==> src/rtl/ppom_cfg.svh <==
// ppom_cfg.svh: offsets, field positions, reset values and sizes of the port pin override mux
// assumes: included by the package and the top module by bare name
`ifndef PPOM_CFG_SVH
`define PPOM_CFG_SVH

// ----------------------------------------------------------------
// sizes
// ----------------------------------------------------------------
`define PPOM_PINS 8
`define PPOM_AW 12
`define PPOM_DW 32

// ----------------------------------------------------------------
// register byte offsets
// ----------------------------------------------------------------
`define PPOM_OFF_DIR 12'h000
`define PPOM_OFF_OUT 12'h004
`define PPOM_OFF_IN 12'h008
`define PPOM_OFF_CTRL 12'h00c
`define PPOM_OFF_STAT 12'h010

// ----------------------------------------------------------------
// field positions
// ----------------------------------------------------------------
`define PPOM_CTRL_PUD_BIT 0
`define PPOM_CTRL_EME_BIT 1
`define PPOM_STAT_OE_LSB 0
`define PPOM_STAT_PU_LSB 8
`define PPOM_STAT_IE_LSB 16

// ----------------------------------------------------------------
// reset values and bus answers
// ----------------------------------------------------------------
`define PPOM_RST_DIR 8'h00
`define PPOM_RST_OUT 8'h00
`define PPOM_RST_CTRL 2'h0
`define PPOM_RESP_OKAY 2'h0
`define PPOM_RESP_SLVERR 2'h2

`endif

==> src/rtl/ppom_pkg.sv <==
// ppom_pkg: bus and override carrier types of the port pin override mux
// assumes: ppom_cfg.svh on the include path
`include "ppom_cfg.svh"

package ppom_pkg;

  // ----------------------------------------------------------------
  // axi4-lite carriers
  // ----------------------------------------------------------------
  typedef struct packed {
    logic awvalid;
    logic [`PPOM_AW-1:0] awaddr;
    logic [2:0] awprot;
    logic wvalid;
    logic [`PPOM_DW-1:0] wdata;
    logic [3:0] wstrb;
    logic bready;
    logic arvalid;
    logic [`PPOM_AW-1:0] araddr;
    logic [2:0] arprot;
    logic rready;
  } ppom_axi_req_type;

  typedef struct packed {
    logic awready;
    logic wready;
    logic bvalid;
    logic [1:0] bresp;
    logic arready;
    logic rvalid;
    logic [`PPOM_DW-1:0] rdata;
    logic [1:0] rresp;
  } ppom_axi_rsp_type;

  // ----------------------------------------------------------------
  // per-pin overrides from an alternate-function module
  // ----------------------------------------------------------------
  typedef struct packed {
    logic [`PPOM_PINS-1:0] pullup_override_en;
    logic [`PPOM_PINS-1:0] pullup_override_val;
    logic [`PPOM_PINS-1:0] dir_override_en;
    logic [`PPOM_PINS-1:0] dir_override_val;
    logic [`PPOM_PINS-1:0] value_override_en;
    logic [`PPOM_PINS-1:0] value_override_val;
    logic [`PPOM_PINS-1:0] toggle_override_en;
    logic [`PPOM_PINS-1:0] input_enable_override_en;
    logic [`PPOM_PINS-1:0] input_enable_override_val;
  } ppom_ovr_type;

  // external memory interface, low address / data byte
  typedef struct packed {
    logic port_write_strobe;
    logic address_phase_active;
    logic [`PPOM_PINS-1:0] addr_low;
    logic [`PPOM_PINS-1:0] data_out;
  } ppom_mem_type;

  // pad side outputs
  typedef struct packed {
    logic [`PPOM_PINS-1:0] pad_out;
    logic [`PPOM_PINS-1:0] pad_oe_n;
    logic [`PPOM_PINS-1:0] pullup_on;
    logic [`PPOM_PINS-1:0] input_en;
  } ppom_pad_type;

endpackage

==> src/rtl/ppom_port_mux.sv <==
// ppom_port_mux: one eight-pin port with alternate-function overrides and the
// external memory low address/data byte mapping, registers over axi4-lite
// assumes: single clock, synchronous active-low reset, pad and peripheral
// inputs synchronous to clk, analog path finished in the pad ring
//
// Overview of operation
// - pull-up follows override value when enabled, else on for dir/out/pud 0b010
// - enabled pull-up override ignores output bit and global disable; pad pull-up still gated off while the driver is on
// - driver enable from direction override value when enabled, else direction bit
// - direction override on: driver on for high value, off for low
// - driven level from value override when enabled, else output bit
// - value override enabled: pad value equals override value while the driver is on, output bit ignored
// - toggle override enable inverts the stored output bit
// - input enable from override when enabled, else from normal/sleep state
// - input enable override value high enables, low disables, regardless of sleep
// - raw input to peripherals taken after input clamp, before read synchroniser
// - analog path: pad level registered into analog_pad_link, analog drive reaches the pad only with the driver off
// - each port pin carries matching external memory address/data bit
// - memory enable drives pull-up, direction and value override enables
// - memory direction override high during write or address phase
// - address phase outputs low address bit, write outputs data bit
// - memory pull-up only when idle, output bit set and pull-ups allowed
// - no input enable override for memory; raw input is memory data in
// - strobes, clock, sleep, pull-up disable shared; overrides per pin
// - global pull-up disable switches every default pull-up off
// - writing one to input register bit inverts the output bit
`timescale 1ns/1ns
`include "ppom_cfg.svh"

module ppom_port_mux (
  // clock, reset, enable
  input wire logic clk,
  input wire logic resetn,
  input wire logic ce,
  // register bus
  input wire ppom_pkg::ppom_axi_req_type axi_req,
  output ppom_pkg::ppom_axi_rsp_type axi_rsp,
  // alternate-function overrides
  input wire ppom_pkg::ppom_ovr_type alt_ovr,
  // external memory interface
  input wire ppom_pkg::ppom_mem_type mem_req,
  // global and sleep state
  input wire logic sleep,
  // pad
  input wire logic [`PPOM_PINS-1:0] pad_in,
  input wire logic [`PPOM_PINS-1:0] analog_drive_en,
  input wire logic [`PPOM_PINS-1:0] analog_drive_val,
  output ppom_pkg::ppom_pad_type pad,
  // inputs offered to alternate functions and memory data in
  output logic [`PPOM_PINS-1:0] alt_raw_input,
  output logic [`PPOM_PINS-1:0] analog_pad_link
);
  import ppom_pkg::*;

  localparam int N = `PPOM_PINS;

  // ----------------------------------------------------------------
  // state
  // ----------------------------------------------------------------
  logic [N-1:0] pin_direction_bit_r;
  logic [N-1:0] pin_output_bit_r;
  logic [N-1:0] pin_output_bit_nxt;
  logic [N-1:0] pin_input_bit_r;
  logic [N-1:0] sync_stage_r;
  logic global_pullup_disable_r;
  logic ext_mem_enable_r;
  logic mem_wr_r;
  logic mem_ada_r;
  logic [N-1:0] mem_addr_r;
  logic [N-1:0] mem_dout_r;
  ppom_pad_type pad_r;
  logic [N-1:0] alt_raw_r;
  logic [N-1:0] analog_link_r;

  // effective overrides
  logic [N-1:0] pu_oe;
  logic [N-1:0] pu_ov;
  logic [N-1:0] dd_oe;
  logic [N-1:0] dd_ov;
  logic [N-1:0] pv_oe;
  logic [N-1:0] pv_ov;
  logic [N-1:0] pt_oe;
  logic [N-1:0] ie_oe;
  logic [N-1:0] ie_ov;
  logic [N-1:0] drv_en;
  logic [N-1:0] drv_val;
  logic [N-1:0] pullup_nxt;
  logic [N-1:0] in_en_nxt;
  logic [N-1:0] clamped_in;
  logic mem_drive;

  // bus
  logic aw_got_r;
  logic w_got_r;
  logic [`PPOM_AW-1:0] aw_addr_r;
  logic [`PPOM_DW-1:0] w_data_r;
  logic [3:0] w_strb_r;
  logic awready_r;
  logic wready_r;
  logic bvalid_r;
  logic [1:0] bresp_r;
  logic arready_r;
  logic rvalid_r;
  logic [`PPOM_DW-1:0] rdata_r;
  logic [1:0] rresp_r;
  logic aw_fire;
  logic w_fire;
  logic ar_fire;
  logic wr_do;
  logic [`PPOM_AW-1:0] wr_addr;
  logic [`PPOM_DW-1:0] wr_data;
  logic wr_lane0;
  logic wr_hit;
  logic [`PPOM_DW-1:0] rd_data;
  logic rd_hit;

  // ----------------------------------------------------------------
  // axi4-lite handshakes
  // ----------------------------------------------------------------
  assign aw_fire = axi_req.awvalid & awready_r;
  assign w_fire = axi_req.wvalid & wready_r;
  assign ar_fire = axi_req.arvalid & arready_r;

  // write happens once both halves are in, taken live or from the holding regs
  assign wr_do = (aw_got_r | aw_fire) & (w_got_r | w_fire) & ~bvalid_r;
  assign wr_addr = aw_got_r ? aw_addr_r : axi_req.awaddr;
  assign wr_data = w_got_r ? w_data_r : axi_req.wdata;
  assign wr_lane0 = w_got_r ? w_strb_r[0] : axi_req.wstrb[0];

  // write address and data capture, in either order
  always_ff @(posedge clk) begin
    if (!resetn) begin
      aw_got_r <= 1'b0;
      w_got_r <= 1'b0;
      aw_addr_r <= '0;
      w_data_r <= '0;
      w_strb_r <= 4'h0;
      awready_r <= 1'b1;
      wready_r <= 1'b1;
    end else if (ce) begin
      if (wr_do) begin
        aw_got_r <= 1'b0;
        w_got_r <= 1'b0;
        awready_r <= 1'b0;
        wready_r <= 1'b0;
      end else begin
        if (aw_fire) begin
          aw_got_r <= 1'b1;
          aw_addr_r <= axi_req.awaddr;
          awready_r <= 1'b0;
        end
        if (w_fire) begin
          w_got_r <= 1'b1;
          w_data_r <= axi_req.wdata;
          w_strb_r <= axi_req.wstrb;
          wready_r <= 1'b0;
        end
        if (bvalid_r && axi_req.bready) begin
          awready_r <= 1'b1;
          wready_r <= 1'b1;
        end
      end
    end
  end

  // write decode
  always_comb begin
    wr_hit = 1'b0;
    unique case (wr_addr)
      `PPOM_OFF_DIR, `PPOM_OFF_OUT, `PPOM_OFF_IN, `PPOM_OFF_CTRL, `PPOM_OFF_STAT: wr_hit = 1'b1;
      default: wr_hit = 1'b0;
    endcase
  end

  // write response
  always_ff @(posedge clk) begin
    if (!resetn) begin
      bvalid_r <= 1'b0;
      bresp_r <= `PPOM_RESP_OKAY;
    end else if (ce) begin
      if (wr_do) begin
        bvalid_r <= 1'b1;
        bresp_r <= wr_hit ? `PPOM_RESP_OKAY : `PPOM_RESP_SLVERR;
      end else if (bvalid_r && axi_req.bready) begin
        bvalid_r <= 1'b0;
      end
    end
  end

  // read decode, state registers read back live
  always_comb begin
    rd_data = '0;
    rd_hit = 1'b1;
    unique case (axi_req.araddr)
      `PPOM_OFF_DIR: rd_data[N-1:0] = pin_direction_bit_r;
      `PPOM_OFF_OUT: rd_data[N-1:0] = pin_output_bit_r;
      `PPOM_OFF_IN: rd_data[N-1:0] = pin_input_bit_r;
      `PPOM_OFF_CTRL: begin
        rd_data[`PPOM_CTRL_PUD_BIT] = global_pullup_disable_r;
        rd_data[`PPOM_CTRL_EME_BIT] = ext_mem_enable_r;
      end
      `PPOM_OFF_STAT: begin
        rd_data[`PPOM_STAT_OE_LSB +: N] = ~pad_r.pad_oe_n;
        rd_data[`PPOM_STAT_PU_LSB +: N] = pad_r.pullup_on;
        rd_data[`PPOM_STAT_IE_LSB +: N] = pad_r.input_en;
      end
      default: rd_hit = 1'b0;
    endcase
  end

  // read channel
  always_ff @(posedge clk) begin
    if (!resetn) begin
      arready_r <= 1'b1;
      rvalid_r <= 1'b0;
      rdata_r <= '0;
      rresp_r <= `PPOM_RESP_OKAY;
    end else if (ce) begin
      if (ar_fire) begin
        arready_r <= 1'b0;
        rvalid_r <= 1'b1;
        rdata_r <= rd_data;
        rresp_r <= rd_hit ? `PPOM_RESP_OKAY : `PPOM_RESP_SLVERR;
      end else if (rvalid_r && axi_req.rready) begin
        rvalid_r <= 1'b0;
        arready_r <= 1'b1;
      end
    end
  end

  assign axi_rsp.awready = awready_r;
  assign axi_rsp.wready = wready_r;
  assign axi_rsp.bvalid = bvalid_r;
  assign axi_rsp.bresp = bresp_r;
  assign axi_rsp.arready = arready_r;
  assign axi_rsp.rvalid = rvalid_r;
  assign axi_rsp.rdata = rdata_r;
  assign axi_rsp.rresp = rresp_r;

  // ----------------------------------------------------------------
  // port registers
  // ----------------------------------------------------------------
  // direction and control, shared strobe for the whole port
  always_ff @(posedge clk) begin
    if (!resetn) begin
      pin_direction_bit_r <= `PPOM_RST_DIR;
      global_pullup_disable_r <= 1'(`PPOM_RST_CTRL);
      ext_mem_enable_r <= 1'b0;
    end else if (ce && wr_do && wr_lane0) begin
      if (wr_addr == `PPOM_OFF_DIR) begin
        pin_direction_bit_r <= wr_data[N-1:0];
      end
      if (wr_addr == `PPOM_OFF_CTRL) begin
        global_pullup_disable_r <= wr_data[`PPOM_CTRL_PUD_BIT];
        ext_mem_enable_r <= wr_data[`PPOM_CTRL_EME_BIT];
      end
    end
  end

  // output bit: write, software toggle, then hardware toggle on top
  always_comb begin
    pin_output_bit_nxt = pin_output_bit_r;
    if (wr_do && wr_lane0 && wr_addr == `PPOM_OFF_OUT) begin
      pin_output_bit_nxt = wr_data[N-1:0];
    end
    if (wr_do && wr_lane0 && wr_addr == `PPOM_OFF_IN) begin
      pin_output_bit_nxt = pin_output_bit_r ^ wr_data[N-1:0];
    end
    pin_output_bit_nxt = pin_output_bit_nxt ^ pt_oe;
  end

  always_ff @(posedge clk) begin
    if (!resetn) begin
      pin_output_bit_r <= `PPOM_RST_OUT;
    end else if (ce) begin
      pin_output_bit_r <= pin_output_bit_nxt;
    end
  end

  // ----------------------------------------------------------------
  // external memory qualifiers
  // ----------------------------------------------------------------
  // sampled so the pin muxing only changes on clock edges
  always_ff @(posedge clk) begin
    if (!resetn) begin
      mem_wr_r <= 1'b0;
      mem_ada_r <= 1'b0;
      mem_addr_r <= '0;
      mem_dout_r <= '0;
    end else if (ce) begin
      mem_wr_r <= mem_req.port_write_strobe;
      mem_ada_r <= mem_req.address_phase_active;
      mem_addr_r <= mem_req.addr_low;
      mem_dout_r <= mem_req.data_out;
    end
  end

  assign mem_drive = mem_wr_r | mem_ada_r;

  // ----------------------------------------------------------------
  // override selection, bitwise per pin
  // ----------------------------------------------------------------
  // memory enable takes the whole byte, bit n to pin n
  always_comb begin
    if (ext_mem_enable_r) begin
      pu_oe = '1;
      pu_ov = {N{~mem_drive & ~global_pullup_disable_r}} & pin_output_bit_r;
      dd_oe = '1;
      dd_ov = {N{mem_drive}};
      pv_oe = '1;
      pv_ov = (mem_addr_r & {N{mem_ada_r}}) | (mem_dout_r & {N{mem_wr_r}});
      pt_oe = '0;
      ie_oe = '0;
      ie_ov = '0;
    end else begin
      pu_oe = alt_ovr.pullup_override_en;
      pu_ov = alt_ovr.pullup_override_val;
      dd_oe = alt_ovr.dir_override_en;
      dd_ov = alt_ovr.dir_override_val;
      pv_oe = alt_ovr.value_override_en;
      pv_ov = alt_ovr.value_override_val;
      pt_oe = alt_ovr.toggle_override_en;
      ie_oe = alt_ovr.input_enable_override_en;
      ie_ov = alt_ovr.input_enable_override_val;
    end
  end

  // pin control equations, overrides per pin, sleep and disable shared
  always_comb begin
    pullup_nxt = (pu_oe & pu_ov) |
      (~pu_oe & ~pin_direction_bit_r & pin_output_bit_r & {N{~global_pullup_disable_r}});
    drv_en = (dd_oe & dd_ov) | (~dd_oe & pin_direction_bit_r);
    drv_val = (pv_oe & pv_ov) | (~pv_oe & pin_output_bit_r);
    in_en_nxt = (ie_oe & ie_ov) | (~ie_oe & {N{~sleep}});
    clamped_in = pad_in & pad_r.input_en;
  end

  // ----------------------------------------------------------------
  // pad outputs
  // ----------------------------------------------------------------
  // analog level only shows on an idle pin; oe_n follows the digital driver alone
  always_ff @(posedge clk) begin
    if (!resetn) begin
      pad_r.pad_out <= '0;
      pad_r.pad_oe_n <= '1;
      pad_r.pullup_on <= '0;
      pad_r.input_en <= '0;
    end else if (ce) begin
      pad_r.pad_out <= (drv_en & drv_val) | (~drv_en & analog_drive_en & analog_drive_val);
      pad_r.pad_oe_n <= ~drv_en;
      pad_r.pullup_on <= pullup_nxt & ~drv_en;
      pad_r.input_en <= in_en_nxt;
    end
  end

  assign pad = pad_r;

  // ----------------------------------------------------------------
  // input paths
  // ----------------------------------------------------------------
  // raw tap for peripherals and memory data in, ahead of the synchroniser
  always_ff @(posedge clk) begin
    if (!resetn) begin
      alt_raw_r <= '0;
      analog_link_r <= '0;
    end else if (ce) begin
      alt_raw_r <= clamped_in;
      analog_link_r <= pad_in;
    end
  end

  // two-stage read synchroniser into the input register
  always_ff @(posedge clk) begin
    if (!resetn) begin
      sync_stage_r <= '0;
      pin_input_bit_r <= '0;
    end else if (ce) begin
      sync_stage_r <= clamped_in;
      pin_input_bit_r <= sync_stage_r;
    end
  end

  assign alt_raw_input = alt_raw_r;
  assign analog_pad_link = analog_link_r;

endmodule

==> config.mk <==
export PLATFORM = sky130hd
export DESIGN_NAME = ppom_port_mux
export DESIGN_NICKNAME = d
export VERILOG_FILES = /design/src/rtl/ppom_pkg.sv /design/src/rtl/ppom_port_mux.sv
export VERILOG_INCLUDE_DIRS = /design/src /design/src/rtl
export SDC_FILE = /design/constraint.sdc
export NUM_CORES = 1
export LEC_CHECK = 0
export ABC_CLOCK_PERIOD_IN_PS = 3200
export BUFFER_PORTS_ARGS = -buffer_cell sky130_fd_sc_hd__buf_4
export CAP_MARGIN = 20
export CORE_ASPECT_RATIO = 0.5
export CORE_MARGIN = 2
export CORE_UTILIZATION = 35
export DETAILED_ROUTE_END_ITERATION = 12
export GPL_TIMING_DRIVEN = 0
export PLACE_DENSITY = 0.65
export REMOVE_ABC_BUFFERS = 1
export SYNTH_ARGS = -nofsm -noshare
export SYNTH_HDL_FRONTEND = slang
export SYNTH_SLANG_ARGS = --single-unit
==> constraint.sdc <==
create_clock -name clk -period 3.2 [get_ports clk]
set_clock_uncertainty 0.2 [all_clocks]
set_input_delay 0.32 -clock clk [delete_from_list [all_inputs] [get_ports clk]]
set_output_delay 0.32 -clock clk [all_outputs]
set_load 0.03 [all_outputs]
# ---- After elaboration in Yosys (flattened, before gate mapping)
# Cells that the tools add are included.
dict set report op_classes {
  n_eq_ne 8
  muxes 37
  bitwise 47
  n_reduce_logical 29
}
# operator count
set op_table {}
lappend op_table {{AND 8 bit} 18}
lappend op_table {{2-to-1 mux 8 bit} 12}
lappend op_table {{NOT 8 bit} 7}
lappend op_table {{equality test 12 x 4 -> 1 bit (second input constant)} 4}
lappend op_table {{bitwise OR 8 bit} 6}
lappend op_table {{equality test 12 x 3 -> 1 bit (second input constant)} 2}
lappend op_table {{equality test 12 x 5 -> 1 bit (second input constant)} 2}
lappend op_table {{logical NOT 12 bit} 2}
lappend op_table {{one-hot mux 6 bit (4 select lines)} 1}
lappend op_table {{AND reduction 2 bit} 10}
lappend op_table {{2-to-1 mux 1 bit} 19}
lappend op_table {{2-to-1 mux 16 bit} 1}
lappend op_table {{XOR 8 bit} 2}
lappend op_table {{2-to-1 mux 12 bit} 1}
lappend op_table {{one-hot mux 2 bit (5 select lines)} 1}
lappend op_table {{OR reduction 5 bit} 2}
lappend op_table {{nonzero test 2 bit} 4}
lappend op_table {{logical AND 1 bit} 7}
lappend op_table {{AND 1 bit} 6}
lappend op_table {{AND reduction 3 bit} 2}
lappend op_table {{nonzero test 3 bit} 2}
lappend op_table {{NOT 1 bit} 5}
lappend op_table {{2-to-1 mux 2 bit} 2}
lappend op_table {{bitwise OR 1 bit} 3}
dict set report totals {
  reg_bits 148
  inputBits 189
  out_inout_bits 89
  elab_cells 149
}

# ---- Logic depth before layout (Yosys ltp)
# Gate-level depths: netlist (run 1).
dict set report logic_depth {
  depth_word 9
  mapped_depth 9
  mapped_depth_nobuf 6
}

# ---- Worst setup path before layout (run 1)
# Ideal clock, no wire load.
dict set report synth_path {
  path_kind {in2reg}
  startpoint {in axi_req[66] in the netlist's numbering}
  endpoint {reg ext_mem_enable_r}
  setup_ns 0.116
  arrival_time_ns 2.330
  required_ns 2.884
  path_slack_ns 0.554
  cell_stages 7
  path_buffers 1
  cell_sequence {or4_1 -> o22ai_2 -> o221ai_2 -> or4_1 -> buf_2 -> or4_1 -> o211a_1}
}
dict set report synth_between {
  elab_chain_cells 3
}
# item line_no
set synth_lines {}
lappend synth_lines {{start, declared} ppom_port_mux.sv:36} ;# input wire ppom_pkg::ppom_axi_req_type axi_req,
lappend synth_lines {{2-to-1 mux 12 bit} ppom_port_mux.sv:126} ;# assign wr_addr = aw_got_r ? aw_addr_r : axi_req.awaddr;
lappend synth_lines {{equality test 12 x 4 -> 1 bit} -}
lappend synth_lines {{AND reduction 2 bit (no source line)} -}
lappend synth_lines {{end signal, assigned} ppom_port_mux.sv:255} ;# ext_mem_enable_r <= wr_data[`PPOM_CTRL_EME_BIT];
lappend synth_lines {{end, declared} ppom_port_mux.sv:66} ;# logic ext_mem_enable_r;
# No other way between the ends.
# A chain may end at the register's enable or synchronous reset.

# ---- Final worst setup path (run 1)
dict set report layout_path {
  startpoint {in axi_req[68] in the netlist's numbering}
  endpoint {reg global_pullup_disable_r}
}
dict set report layout_between {
  elab_chain_cells 3
}
# item line_no
set layout_lines {}
lappend layout_lines {{2-to-1 mux 12 bit} ppom_port_mux.sv:126}
lappend layout_lines {{equality test 12 x 4 -> 1 bit} -}
lappend layout_lines {{AND reduction 2 bit (no source line)} -}
lappend layout_lines {{end signal, assigned} ppom_port_mux.sv:247} ;# global_pullup_disable_r <= 1'(`PPOM_RST_CTRL);
lappend layout_lines {{end signal, assigned} ppom_port_mux.sv:254} ;# global_pullup_disable_r <= wr_data[`PPOM_CTRL_PUD_BIT];
lappend layout_lines {{end, declared} ppom_port_mux.sv:65} ;# logic global_pullup_disable_r;
# No other way between the ends.

==> results.md, run 1 <==
- Of all cell types, the one taking the most synthesized area is sky130_fd_sc_hd__dfxtp_1.
- The initial antenna violation count is 0.
- The buffer type at the clock tree root is sky130_fd_sc_hd__clkbuf_16.
- The area share of and/or/nand/nor cells after synthesis is 17.9%.
- In this run the number of H-tree levels came out at 4.
- The count of port buffers added during placement is 234.
- The net count reported at finish is about 1300.
- The number of inserted filler cells in the final layout is 1830.
- The number of placed I/O pins is 278.
- The category of the worst setup path capture point is a flip-flop.
- In the synthesized netlist the async set-or-reset flop fraction comes to 0%.
- The per-instance average area after synthesis is 8.54 µm².
- Dividing the detail-routed wire length by the instance count gives 17.1 µm.
- The distinct cell type count of the synthesized netlist is 49.
- Multiplexer cells account for 14.1% of the synthesized area.
- The floorplan has 36 rows.
- Setup slack on the critical path of the routed design comes to 0.0884 ns.
- The top cell type by area accounts for 41.3% of the synthesized area.
- The worst supply voltage drop on vdd is 0.240 mV.
- Leaving out fill and tap cells, the most frequent cell in the layout is sky130_fd_sc_hd__buf_4.
- The fraction of the yosys area taken by sequential cells is approximately two fifths.
- For this run, the number of Yosys warnings is 0.
- The number of inserted diodes is 0.
- Leaving out fill and tap cells, the most frequent cells in the layout are sky130_fd_sc_hd__buf_4, sky130_fd_sc_hd__dfxtp_1, sky130_fd_sc_hd__nor2_1, sky130_fd_sc_hd__mux2i_1, sky130_fd_sc_hd__nand2_1.
- The launching element type of the critical path is a primary input.
- The number of sinks handled by clock tree synthesis is 146.
- The floorplan step defined a die boundary enclosing 21400 µm².
- The clock network accounts for 42.9% of the total power.
- The number of placed instances, taps included is roughly 1300.
- The internal power of the cells is between 3000 and 4000 µW.
- Setup repair after global routing left no endpoint under its margin.
- By area the synthesized netlist is led by sky130_fd_sc_hd__dfxtp_1, sky130_fd_sc_hd__mux2i_1, sky130_fd_sc_hd__nor2_1, sky130_fd_sc_hd__a22oi_1, sky130_fd_sc_hd__a21oi_1.
- Of the total synthesized cell area, the portion taken by full adders, half adders and majority gates is 0%.
- The pin count of the biggest net entering global routing is 68.
- In this run the vertical extent of the chip is 105 µm.
- Adding up every negative setup slack in the final design gives 0 ns.
- The smallest clock period supported by the final layout is computed as 3.11 ns.
- The final critical-path share of the clock period is 97.2%.
- After synthesis, the largest family of logic cells by area is compound AO/OA/AOI/OAI gates.
- The final-report setup violation count is 0.
- In this run, synthesis inferred 0 flip-flops with an integrated enable.
- In this run, the combinational gates consume 15.9% of the power.
- The non-filler instance count after layout is 1347.
- The overall fraction of global-route tracks in use is between 20% and 30%.
- Global routing finished with a remaining overflow of 0.
- Summing the areas of all xor and xnor instances in the mapped netlist gives 0.866% of the synthesized area.
- The total net switching power is about 1300 µW.
- The flip-flop and latch count after synthesis is 146.
- In this run the tightest slew margin relative to its limit is between 20 and 30%.
- OpenSTA, run right after detailed placement, puts the worst setup slack at -0.436 ns.
- The die is 205 µm wide.
- The final count of hold timing violations is 0.
- The global-route wire length before repair is 35800 µm.
- For this run, the detailed router's first-pass iteration total came to 7.
- The congestion estimate from routability-driven global placement came to 0.856.
- Summed over all cells, the static leakage comes to 0.00445 µW.
- The CTS tree is yes.
- The maximum clock insertion buffer count is 2.
- The max-slew violation total from the final report is 0.
- For this run, the leading register cell type out of synthesis is sky130_fd_sc_hd__dfxtp_1.
- Of all nets on the critical path, the largest fanout is 14.
- At the pin with the least slew margin, the transition time is 1.06 ns.
- By startpoint and endpoint, the worst setup path is classified as primary input to flip-flop.
- The number of clock buffers inserted by TritonCTS is 17.
- The share of the synthesized area in compound gates (AO/OA/AOI/OAI) is 20.2%.
- The placed wire-length estimate after detailed placement is roughly 17000 µm.
- In the final layout, the share of cells above drive strength 1 is between 20% and 30%.
- The number of max-capacitance violations reported is 0.
- The detail route stage leaves a number of antenna-violating nets equal to 0.
- The routed via count divided by cell count is 5.20.
- The final layout contains routed wiring with a total length of roughly 23000 µm.
- The via count of the first global-routing pass was 6802.
- The starting density of the core is 36.0%.
- The arrival time of data at the critical path endpoint is 3.22 ns.
- The portion of total power attributed to sequential cells is approximately two fifths.
- The worst hold path class is primary input to flip-flop.
- The flow ran to the end, and the final reports show no timing, DRC or antenna violations.
- The layout overhead on the synthesized area is 42.1%.
- Based on the critical path, the design can be clocked at up to about 0.32 GHz.
- The post-synthesis cell area is 7080 µm².
- The DRC violation total after the first TritonRoute iteration is roughly 530.
- The clock input transition at the sequential cells of the worst setup and hold paths is 0.06 ns.
- For the worst setup path, the data required time is about 3.3 ns.
- The power density over the cells is 477 nW/µm².
- The clock insertion delay at the later pin of the skew report is 0.42 ns.
- In the routed design, unresolved DRC markers number 0.
- The cell count after synthesis came out at 829.
- The total number of vias is approximately 7000.
- The area of the placeable core is 19600 µm².
- The tightest hold path in the finished design has a slack of 0.0336 ns.
- The switching part of the total power is a little over a quarter.
[stage by stage]
step           utilization [%]  cell area [µm²]  power [µW]
6_report                  51.2            10100        4800
5_1_grt                   51.2            10100        4990
4_1_cts                   51.2            10100        4830
3_5_place_dp              45.6             8960        2730
3_3_place_gp              45.0             8850        2710
2_1_floorplan                -             6760        2360
[flip-flops by register name (all words and copies together) (netlist names), 8 cells and up]
| signal | count |
|---|---|
| rdata_r | 24 |
| mem_dout_r | 8 |
| pin_direction_bit_r | 8 |
| sync_stage_r | 8 |
| pin_input_bit_r | 8 |
| pin_output_bit_r | 8 |
| mem_addr_r | 8 |
| w_data_r | 8 |
| analog_pad_link | 8 |
| aw_addr_r | 12 |
| pad | 32 |
[cells in the mapped netlist, types with 2 or more instances]
cell type and count:
sky130_fd_sc_hd__a21oi_1 49, sky130_fd_sc_hd__buf_2 7, sky130_fd_sc_hd__a21o_1 3, sky130_fd_sc_hd__o211ai_1 9
sky130_fd_sc_hd__nand3_1 15, sky130_fd_sc_hd__o32ai_1 3, sky130_fd_sc_hd__nand2_1 51, sky130_fd_sc_hd__mux2i_1 87
sky130_fd_sc_hd__nor3_1 8, sky130_fd_sc_hd__clkbuf_1 49, sky130_fd_sc_hd__nand4_1 2, sky130_fd_sc_hd__nand2b_1 3
sky130_fd_sc_hd__a211oi_1 29, sky130_fd_sc_hd__a22oi_1 35, sky130_fd_sc_hd__mux2_2 9, sky130_fd_sc_hd__o211a_1 2
sky130_fd_sc_hd__xor2_1 7, sky130_fd_sc_hd__a31oi_1 10, sky130_fd_sc_hd__o21bai_1 3, sky130_fd_sc_hd__nor4_1 11
sky130_fd_sc_hd__nor2_1 138, sky130_fd_sc_hd__nor2b_1 26, sky130_fd_sc_hd__o2bb2ai_1 10, sky130_fd_sc_hd__a211o_1 6
sky130_fd_sc_hd__inv_1 13, sky130_fd_sc_hd__buf_1 5, sky130_fd_sc_hd__or4_1 6, sky130_fd_sc_hd__and2_1 3
sky130_fd_sc_hd__or3_1 3, sky130_fd_sc_hd__o21ai_0 33, sky130_fd_sc_hd__o311ai_0 7, sky130_fd_sc_hd__o21a_1 8
sky130_fd_sc_hd__nand4b_1 2, sky130_fd_sc_hd__buf_4 15, sky130_fd_sc_hd__o2111ai_1 3, sky130_fd_sc_hd__dfxtp_1 146
[final timing paths]
path	endpoint	cells after the start	from	slack, ns
min reg2reg	rdata_r[6]	2	rdata_r[6]	0.26
min	bvalid_r	4	axi_req[17]	0.03
max reg2reg	global_pullup_disable_r	6	aw_got_r	0.11
max	global_pullup_disable_r	8	axi_req[68]	0.09
[cell type report]
class / instances / area [µm²] / area share, %
multi-input cells: 602 / 3790 / 37.7
clock buffers: 20 / 467 / 4.64
inverters: 13 / 51.3 / 0.510
clock inverters: 12 / 145 / 1.44
flip-flops and latches: 146 / 2930 / 29.1
well taps: 266 / 333 / 3.31
repair buffers: 288 / 2350 / 23.3
[critical path: stages]
cell	delay [ns]
sky130_fd_sc_hd__dlygate4sd3_1	0.55
sky130_fd_sc_hd__buf_4	0.14
sky130_fd_sc_hd__or4_1	0.41
sky130_fd_sc_hd__o22ai_2	0.16
sky130_fd_sc_hd__o221ai_2	0.32
sky130_fd_sc_hd__or4_4	0.70
sky130_fd_sc_hd__or4_1	0.49
sky130_fd_sc_hd__o211a_1	0.13
[logic make-up after synthesis]
logic type	after synthesis
flops	146
other cells	1
compound gates	212
xor+xnor	7
mux	97
simple gates	276
buf+inv	90
[timing repair]
| action | CTS | global route |
|---|---|---|
| setup buffers | 0 | 0 |
| endpoints found under the setup margin | 5 | 6 |
| pin swaps | 0 | 0 |
| resized for setup | 2 | 2 |
| hold buffers | 48 | 0 |
| endpoints found under the hold margin | 54 | 0 |
[layer usage]
layer,vias to the layer above,track usage [%],share of wire [%]
met5,-,0,0
met4,0,6.94,2.1
met3,40,3.99,4.4
met2,194,35.3,48
met1,3338,27.6,45
li1,3436,-,-
[power by group through the flow]
stage / logic, µW / clock network, µW / registers (µW)
2_1_floorplan: 291 / 0 / 2070
6_report: 765 / 2060 / 1980
4_1_cts: 764 / 2090 / 1980
3_3_place_gp: 693 / 0 / 2010
3_5_place_dp: 715 / 0 / 2020
5_1_grt: 830 / 2170 / 1990
(Power assumes the default switching activity.)
==> run 2: changes to the inputs <==
ABC_CLOCK_PERIOD_IN_PS = 3250   (was 3200)
PLACE_DENSITY = default   (was 0.65)
clock period = 3.25 ns   (was 3.2 ns; I/O delays follow)
==> run 2 against run 1 <==
Net effect: register-to-register slack improved by 0.03 ns; critical path depth unchanged; via count fell by 0.80%; global-route usage is 0.58 points higher; design area rose by 0.53%; power grew 2.1%; sequential cell count did not move; die area did not move; first-iteration DRC count is 2.1% lower; sequential power hardly changed; utilization is 0.27 points higher; largest cell class unchanged.
==> results.md, run 2 (synthesized netlist as in run 1, its figures left out) <==
- The launching element type of the critical path is a primary input.
- The actual slew at the worst max-slew pin came to 1.01 ns (-0.0509 ns).
- The number of sinks handled by clock tree synthesis is 146 (unchanged).
- The worst supply voltage drop on vdd came to 0.332 mV (+38%).
- The initial antenna violation count is 0 (unchanged).
- The part of the total power dissipated in the clock network is 44.9% (+2.0 points).
- The total number of vias came to 6952 (-0.80%).
- The final worst-path setup slack was 0.0662 ns (-0.0222 ns).
- The routed via count divided by cell count is 5.16 (-0.73%).
- The final routed wire length divided by cell count is 17.3 µm (+0.95%).
- The layout overhead on the synthesized area is 42.9%.
- The pin count of the biggest net entering global routing is 67 (-1.5%).
- Among all stages on the critical path, the largest delay is contributed by sky130_fd_sc_hd__or4_4.
- The overall fraction of global-route tracks in use is 21.8% (+0.58 points).
- The chip height is 105 µm (unchanged).
- The required time at the endpoint of the critical path is 3.36 ns (+0.05 ns).
- In the layout the commonest cells are sky130_fd_sc_hd__buf_4, sky130_fd_sc_hd__dfxtp_1, sky130_fd_sc_hd__nor2_1, sky130_fd_sc_hd__mux2i_1, sky130_fd_sc_hd__nand2_1.
- The max-slew violation total from the final report is 0 (unchanged).
- The starting density of the core is 36.0% (unchanged).
- The fraction of power consumed by combinational cells came to 15.4% (-0.5 points).
- The buffer and inverter count on the worst path is 2 (unchanged).
- The count of nets left with antenna violations after detail routing is 0 (unchanged).
- The time the final worst path needs with I/O delays and setup is 3.18 ns.
- The DRC violation total after the first TritonRoute iteration came to 521 (-2.1%).
- The highest net fanout along the worst path was 14 (unchanged).
- The row count came to 36 (unchanged).
- The pre-CTS worst setup slack came to -0.349 ns (+0.0866 ns).
- The total net switching power came to 1260 µW (-3.5%).
- The clock insertion delay at the later pin of the skew report came to 0.42 ns (about the same).
- The flip-flop count of the largest register, all copies and words added is 32 (unchanged).
- The detailed-route wire length came to 23300 µm (+0.88%).
- The maximum clock insertion buffer count is 2 (unchanged).
- The switching part of the total power is 25.8% (-1.5 points).
- The maximum single-stage delay on the critical path is 0.69 ns (about the same).
- The clock input transition at the sequential cells of the worst setup and hold paths was 0.07 ns (about the same).
- The overflow left after global routing is 0 (unchanged).
- The final count of hold timing violations came to 0 (unchanged).
- The relative slew slack is 32.7% (+4.0 points).
- TritonCTS built the clock tree.
- The via count of the first global-routing pass is 6733 (-1.0%).
- The area of the placeable core is 19600 µm² (unchanged).
- The number of inserted diodes came to 0 (unchanged).
- The reg2reg setup slack came to 0.14 ns (+0.03 ns).
- The library cell used most frequently in the layout, excluding fill and tap cells, is sky130_fd_sc_hd__buf_4.
- The power density over the cells is 485 nW/µm² (+1.6%).
- The flow ran to the end, and the final reports show no timing, DRC or antenna violations.
- Setup repair after global routing left no endpoint under its margin.
- The number of clock buffers inserted by TritonCTS is 17 (unchanged).
- The type of the worst setup path is primary input to flip-flop.
- The count of port buffers added during placement was 234 (unchanged).
- The net count reported at finish is 1256 (-0.080%).
- The iteration count of the initial detailed-routing pass is 5 (-2).
- Of the available clock period, the critical path in the final layout requires 98.0%.
- Timing would allow up to 0.314 GHz.
- The leakage dissipation is 0.00447 µW (+0.33%).
- The number of placed I/O pins was 278 (unchanged).
- The worst hold path class is primary input to flip-flop.
- The smallest hold slack is 0.0448 ns (+0.0113 ns).
- The final weighted congestion of routability-driven global placement is 0.820 (-4.2%).
- The final-report setup violation count was 0 (unchanged).
- The global-route wire length before repair came to 36600 µm (+2.2%).
- The area of the die is 21400 µm² (unchanged).
- The internal power of the cells is 3640 µW (+4.2%).
- The arrival time of data at the critical path endpoint is 3.29 ns (+0.07 ns).
- The placed wire-length estimate after detailed placement was 16500 µm (-1.3%).
- The tree is rooted in a sky130_fd_sc_hd__clkbuf_16.
- The final routed DRC violation total is 0 (unchanged).
- The portion of total power attributed to sequential cells is 39.7% (-1.5 points).
- The cell with the most instances on the worst path is sky130_fd_sc_hd__or4_1.
- The total number of H-tree levels is 4 (unchanged).
- The horizontal die dimension is 205 µm (unchanged).
- The family with the most delay on the worst path is simple AND/OR/NAND/NOR gates.
- Traced cell by cell, the critical path runs through dlygate4sd3_1 > buf_4 > or4_1 > o22ai_2 > o221ai_2 > or4_4 > or4_1 > o211a_1.
- The number of max-capacitance violations reported is 0 (unchanged).
- The category of the worst setup path capture point is a flip-flop.
- The share of layout cells above drive strength 1 is 26.9% (-0.068 points).
==> run 2: cell types whose count changed in the layout (fill, tap and decap cells not counted), moves of 2 or more <==
cell,change
sky130_fd_sc_hd__bufinv_16,+3
sky130_fd_sc_hd__clkinv_4,-4
sky130_fd_sc_hd__clkinvlp_4,+2
sky130_fd_sc_hd__inv_6,-2
==> run 2: per-stage QoR <==
stage | TNS (ns) | area (µm²) | power, µW | instances | utilization, %
after global routing | 0 | 10100 | 5110 | 1346 | 51.5
after global placement | -112.23 | 8850 | 2670 | 1261 | 45.0
after detailed placement | -5.44 | 8960 | 2690 | 1265 | 45.6
after CTS | 0 | 10100 | 4930 | 1345 | 51.4
after floorplan | 0 | 6760 | 2330 | 761 | -
final | 0 | 10100 | 4900 | 1346 | 51.5
==> run 2: final cells by class <==
| class | count | area, µm² |
|---|---|---|
| inverters | 13 | 51.3 |
| clock buffers | 20 | 457 |
| flip-flops and latches | 146 | 2930 |
| fillers | 1875 | 9530 |
| multi-input cells | 602 | 3800 |
| well taps | 266 | 333 |
| clock inverters | 12 | 203 |
| repair buffers | 287 | 2350 |
==> run 2: tightest hold or removal path, cell delays in order <==
cell,delay [ns]
sky130_fd_sc_hd__buf_4,0.11
sky130_fd_sc_hd__a21oi_1,0.11
sky130_fd_sc_hd__a211oi_1,0.07
==> run 2: path summary, 6_finish.rpt <==
| path | startpoint | end | cells past startpoint |
|---|---|---|---|
| worst max-delay path | axi_req[68] | ext_mem_enable_r | 8 |
| worst min-delay path | alt_ovr[1] | pad[1] | 3 |
| worst max register to register | aw_got_r | ext_mem_enable_r | 6 |
| worst min register to register | rdata_r[7] | rdata_r[7] | 2 |
==> run 2: per-layer routing <==
layer  vias up  GRT usage, %  part of all wire (%)
met1      3316          28.8                    45
met3        34          3.84                   4.2
met4         0          6.83                   2.2
met5         -             0                     0
met2       164          36.1                    48
li1       3438             -                     -
==> run 2: what timing repair did <==
action | CTS | global route
setup endpoints to repair | 3 | 21
hold buffers | 48 | 0
setup buffers | 0 | 0
gates resized for setup | 1 | 2
cloned | 0 | 0
endpoints found under the hold margin | 55 | 0
==> run 2: power groups by stage <==
stage          registers [µW]  clock network (µW)  logic [µW]
2_1_floorplan            2040                   0         287
3_3_place_gp             1980                   0         688
3_5_place_dp             1980                   0         705
4_1_cts                  1950                2240         754
5_1_grt                  1960                2330         817
6_report                 1950                2200         756
==> run 3: changes to the inputs <==
ABC_CLOCK_PERIOD_IN_PS = 3300   (was 3250)
clock period = 3.3 ns   (was 3.25 ns; I/O delays follow)
==> run 3 against run 2 <==
Net effect: via count fell by 0.24%; worst setup slack improved by 0.022 ns; worst hold slack lost 0.024 ns.
==> results.md, run 3 (synthesized netlist as in run 1, its figures left out) <==
- The detailed-route wire length is 23200 µm (-0.14%).
- The number of sinks handled by clock tree synthesis is 146 (unchanged).
- The worst path uses a little over nine tenths of the clock period.
- The routed via count divided by cell count is 5.16 (-0.17%).
- The flip-flop count of the largest register, all copies and words added came to 32 (unchanged).
- The actual slew at the worst max-slew pin is 1.01 ns (+0.00702 ns).
- The count of nets left with antenna violations after detail routing was 0 (unchanged).
- The detailed-routed wire length on met2 is 11300 µm (+0.61%).
- The global-route wire length before repair was 36600 µm (about the same).
- The net count reported at finish was 1255 (-0.080%).
- The relative slew slack is 32.2% (-0.47 points).
- The initial antenna violation count is 0 (unchanged).
- The maximum single-stage delay on the critical path came to 0.69 ns (about the same).
- The iteration count of the initial detailed-routing pass is 5 (unchanged).
- The pin count of the biggest net entering global routing came to 67 (unchanged).
- In the layout the commonest cells are sky130_fd_sc_hd__buf_4, sky130_fd_sc_hd__dfxtp_1, sky130_fd_sc_hd__nor2_1, sky130_fd_sc_hd__mux2i_1, sky130_fd_sc_hd__nand2_1.
- Leaving out fill and tap cells, the most frequent cell in the layout is sky130_fd_sc_hd__buf_4.
- The highest metal layer with signal wires is met4.
- The category of the worst setup path capture point is a flip-flop.
- The arrival time of data at the critical path endpoint is 3.32 ns (+0.03 ns).
- The buffer and inverter count on the worst path is 2 (unchanged).
- The clock input transition at the sequential cells of the worst setup and hold paths is 0.06 ns (about the same).
- The DRC violation total after the first TritonRoute iteration is 505 (-3.1%).
- The smallest hold slack is 0.0211 ns (-0.0237 ns).
- The layout overhead on the synthesized area is 42.7% (about the same).
- The placed wire-length estimate after detailed placement is 16500 µm (unchanged).
- STA classifies the critical path startpoint as a primary input.
- The count of port buffers added during placement was 234 (unchanged).
- Setup repair after global routing left no endpoint under its margin.
- The final weighted congestion of routability-driven global placement is 0.820 (unchanged).
- The highest net fanout along the worst path was 14 (unchanged).
- The clock insertion delay at the later pin of the skew report is 0.42 ns (about the same).
- The starting density of the core is 36.0% (unchanged).
- Derived from the worst setup path, the maximum achievable clock frequency is about 0.31 GHz.
- The final-report setup violation count is 0 (unchanged).
- The wire length on met3 is 1040 µm (+5.6%).
- The largest individual stage delay along the critical path comes from the cell sky130_fd_sc_hd__or4_4.
- By instance count, the cell type seen most on the critical path is sky130_fd_sc_hd__or4_1.
- The final routed wire length divided by cell count was 17.3 µm (about the same).
- The required time at the endpoint of the critical path is 3.41 ns (+0.05 ns).
- The worst supply voltage drop on vdd is 0.331 mV (-0.55%).
- The total number of vias is 6935 (-0.24%).
- The row count is 36 (unchanged).
- The final count of hold timing violations was 0 (unchanged).
- The share of layout cells above drive strength 1 is 26.9% (about the same).
- The signal on the critical path passes through dlygate4sd3_1 > buf_4 > or4_1 > o22ai_2 > o221ai_2 > or4_4 > or4_1 > o211a_1.
- The routed design could run at a clock period as short as around 3.2 ns.
- The via count of the first global-routing pass is 6727 (-0.089%).
- The final routed DRC violation total is 0 (unchanged).
- On the critical path the largest part of the delay comes from simple AND/OR/NAND/NOR gates.
- The pre-CTS worst setup slack is -0.304 ns (+0.0450 ns).
- The setup path with the least slack is of type primary input to flip-flop.
- The worst hold path class is primary input to flip-flop.
- The number of max-capacitance violations reported came to 0 (unchanged).
- The routed length on met1 is 10400 µm (-1.3%).
- The number of inserted diodes is 0 (unchanged).
- The final worst-path setup slack is 0.0886 ns (+0.0225 ns).
- The power density over the cells is 478 nW/µm² (-1.4%).
- The number of placed I/O pins is 278 (unchanged).
- The chip height is 105 µm (unchanged).
- The horizontal die dimension is 205 µm (unchanged).
- The buffer type at the clock tree root is sky130_fd_sc_hd__clkbuf_16.
- The maximum clock insertion buffer count is 2 (unchanged).
- The number of clock buffers inserted by TritonCTS was 17 (unchanged).
- The overflow left after global routing is 0 (unchanged).
- The area of the die is 21400 µm² (unchanged).
- The max-slew violation total from the final report is 0 (unchanged).
- The CTS tree is yes.
- The overall fraction of global-route tracks in use came to 21.8% (about the same).
- The setup total negative slack is 0 ns (unchanged).
- The total number of H-tree levels is 4 (unchanged).
- The leakage dissipation was 0.00447 µW (about the same).
- The area of the placeable core is 19600 µm² (unchanged).
- The run finished with clean final reports.
-- run 3: changes by cell type in the layout (fill, tap and decap cells not counted), sizes merged --
cell         previous run  this run
dlygate4sd3            48        47
-- run 3: through the flow --
stage               area [µm²]  utilization, %  total power, µW  cells
global route             10100            51.4             5030   1345
CTS                      10100            51.4             4860   1344
floorplan                 6760               -             2290    761
finish                   10100            51.4             4830   1345
detailed placement        8960            45.6             2650   1265
global placement          8850            45.0             2630   1261
-- run 3: what timing repair did --
| item | in CTS | in global routing |
|---|---|---|
| setup endpoints to repair | 2 | 15 |
| buffers inserted | 0 | 0 |
| hold buffers | 47 | 0 |
| resized for setup | 1 | 2 |
| endpoints found under the hold margin | 51 | 0 |
-- run 3: power breakdown --
group          total (µW)  internal [µW]  switching [µW]
clock network        2170           1390             783
registers            1920           1840            78.3
logic                 743            358             385
total                4830           3580            1250
-- run 3: routing by layer --
| metal | up-vias | global-route usage (%) |
|---|---|---|
| met1 | 3280 | 28.8 |
| met5 | - | 0 |
| li1 | 3433 | - |
| met2 | 187 | 36.1 |
| met4 | 0 | 6.83 |
| met3 | 35 | 3.84 |
-- run 3: final cells by class --
class                      instances  area (µm²)
clock buffer                      20         457
clock inverter                    12         203
fill                            1876        9540
inverter                          13        51.3
multi-input combinational        602        3800
sequential                       146        2930
tap                              266         333
timing repair buffer             286        2340
-- run 3: tightest hold or removal path: stages --
cell                      delay [ns]
sky130_fd_sc_hd__buf_4          0.08
sky130_fd_sc_hd__a31oi_1        0.07
sky130_fd_sc_hd__o21ai_0        0.12
-- run 3: worst paths after layout --
path	from	to	slack, ns	depth (start not counted)
setup / recovery	axi_req[67]	ext_mem_enable_r	0.09	8
hold / removal	axi_req[0]	arready_r	0.02	3
setup reg to reg	aw_got_r	ext_mem_enable_r	0.20	6
hold reg to reg	rdata_r[2]	rdata_r[2]	0.26	2
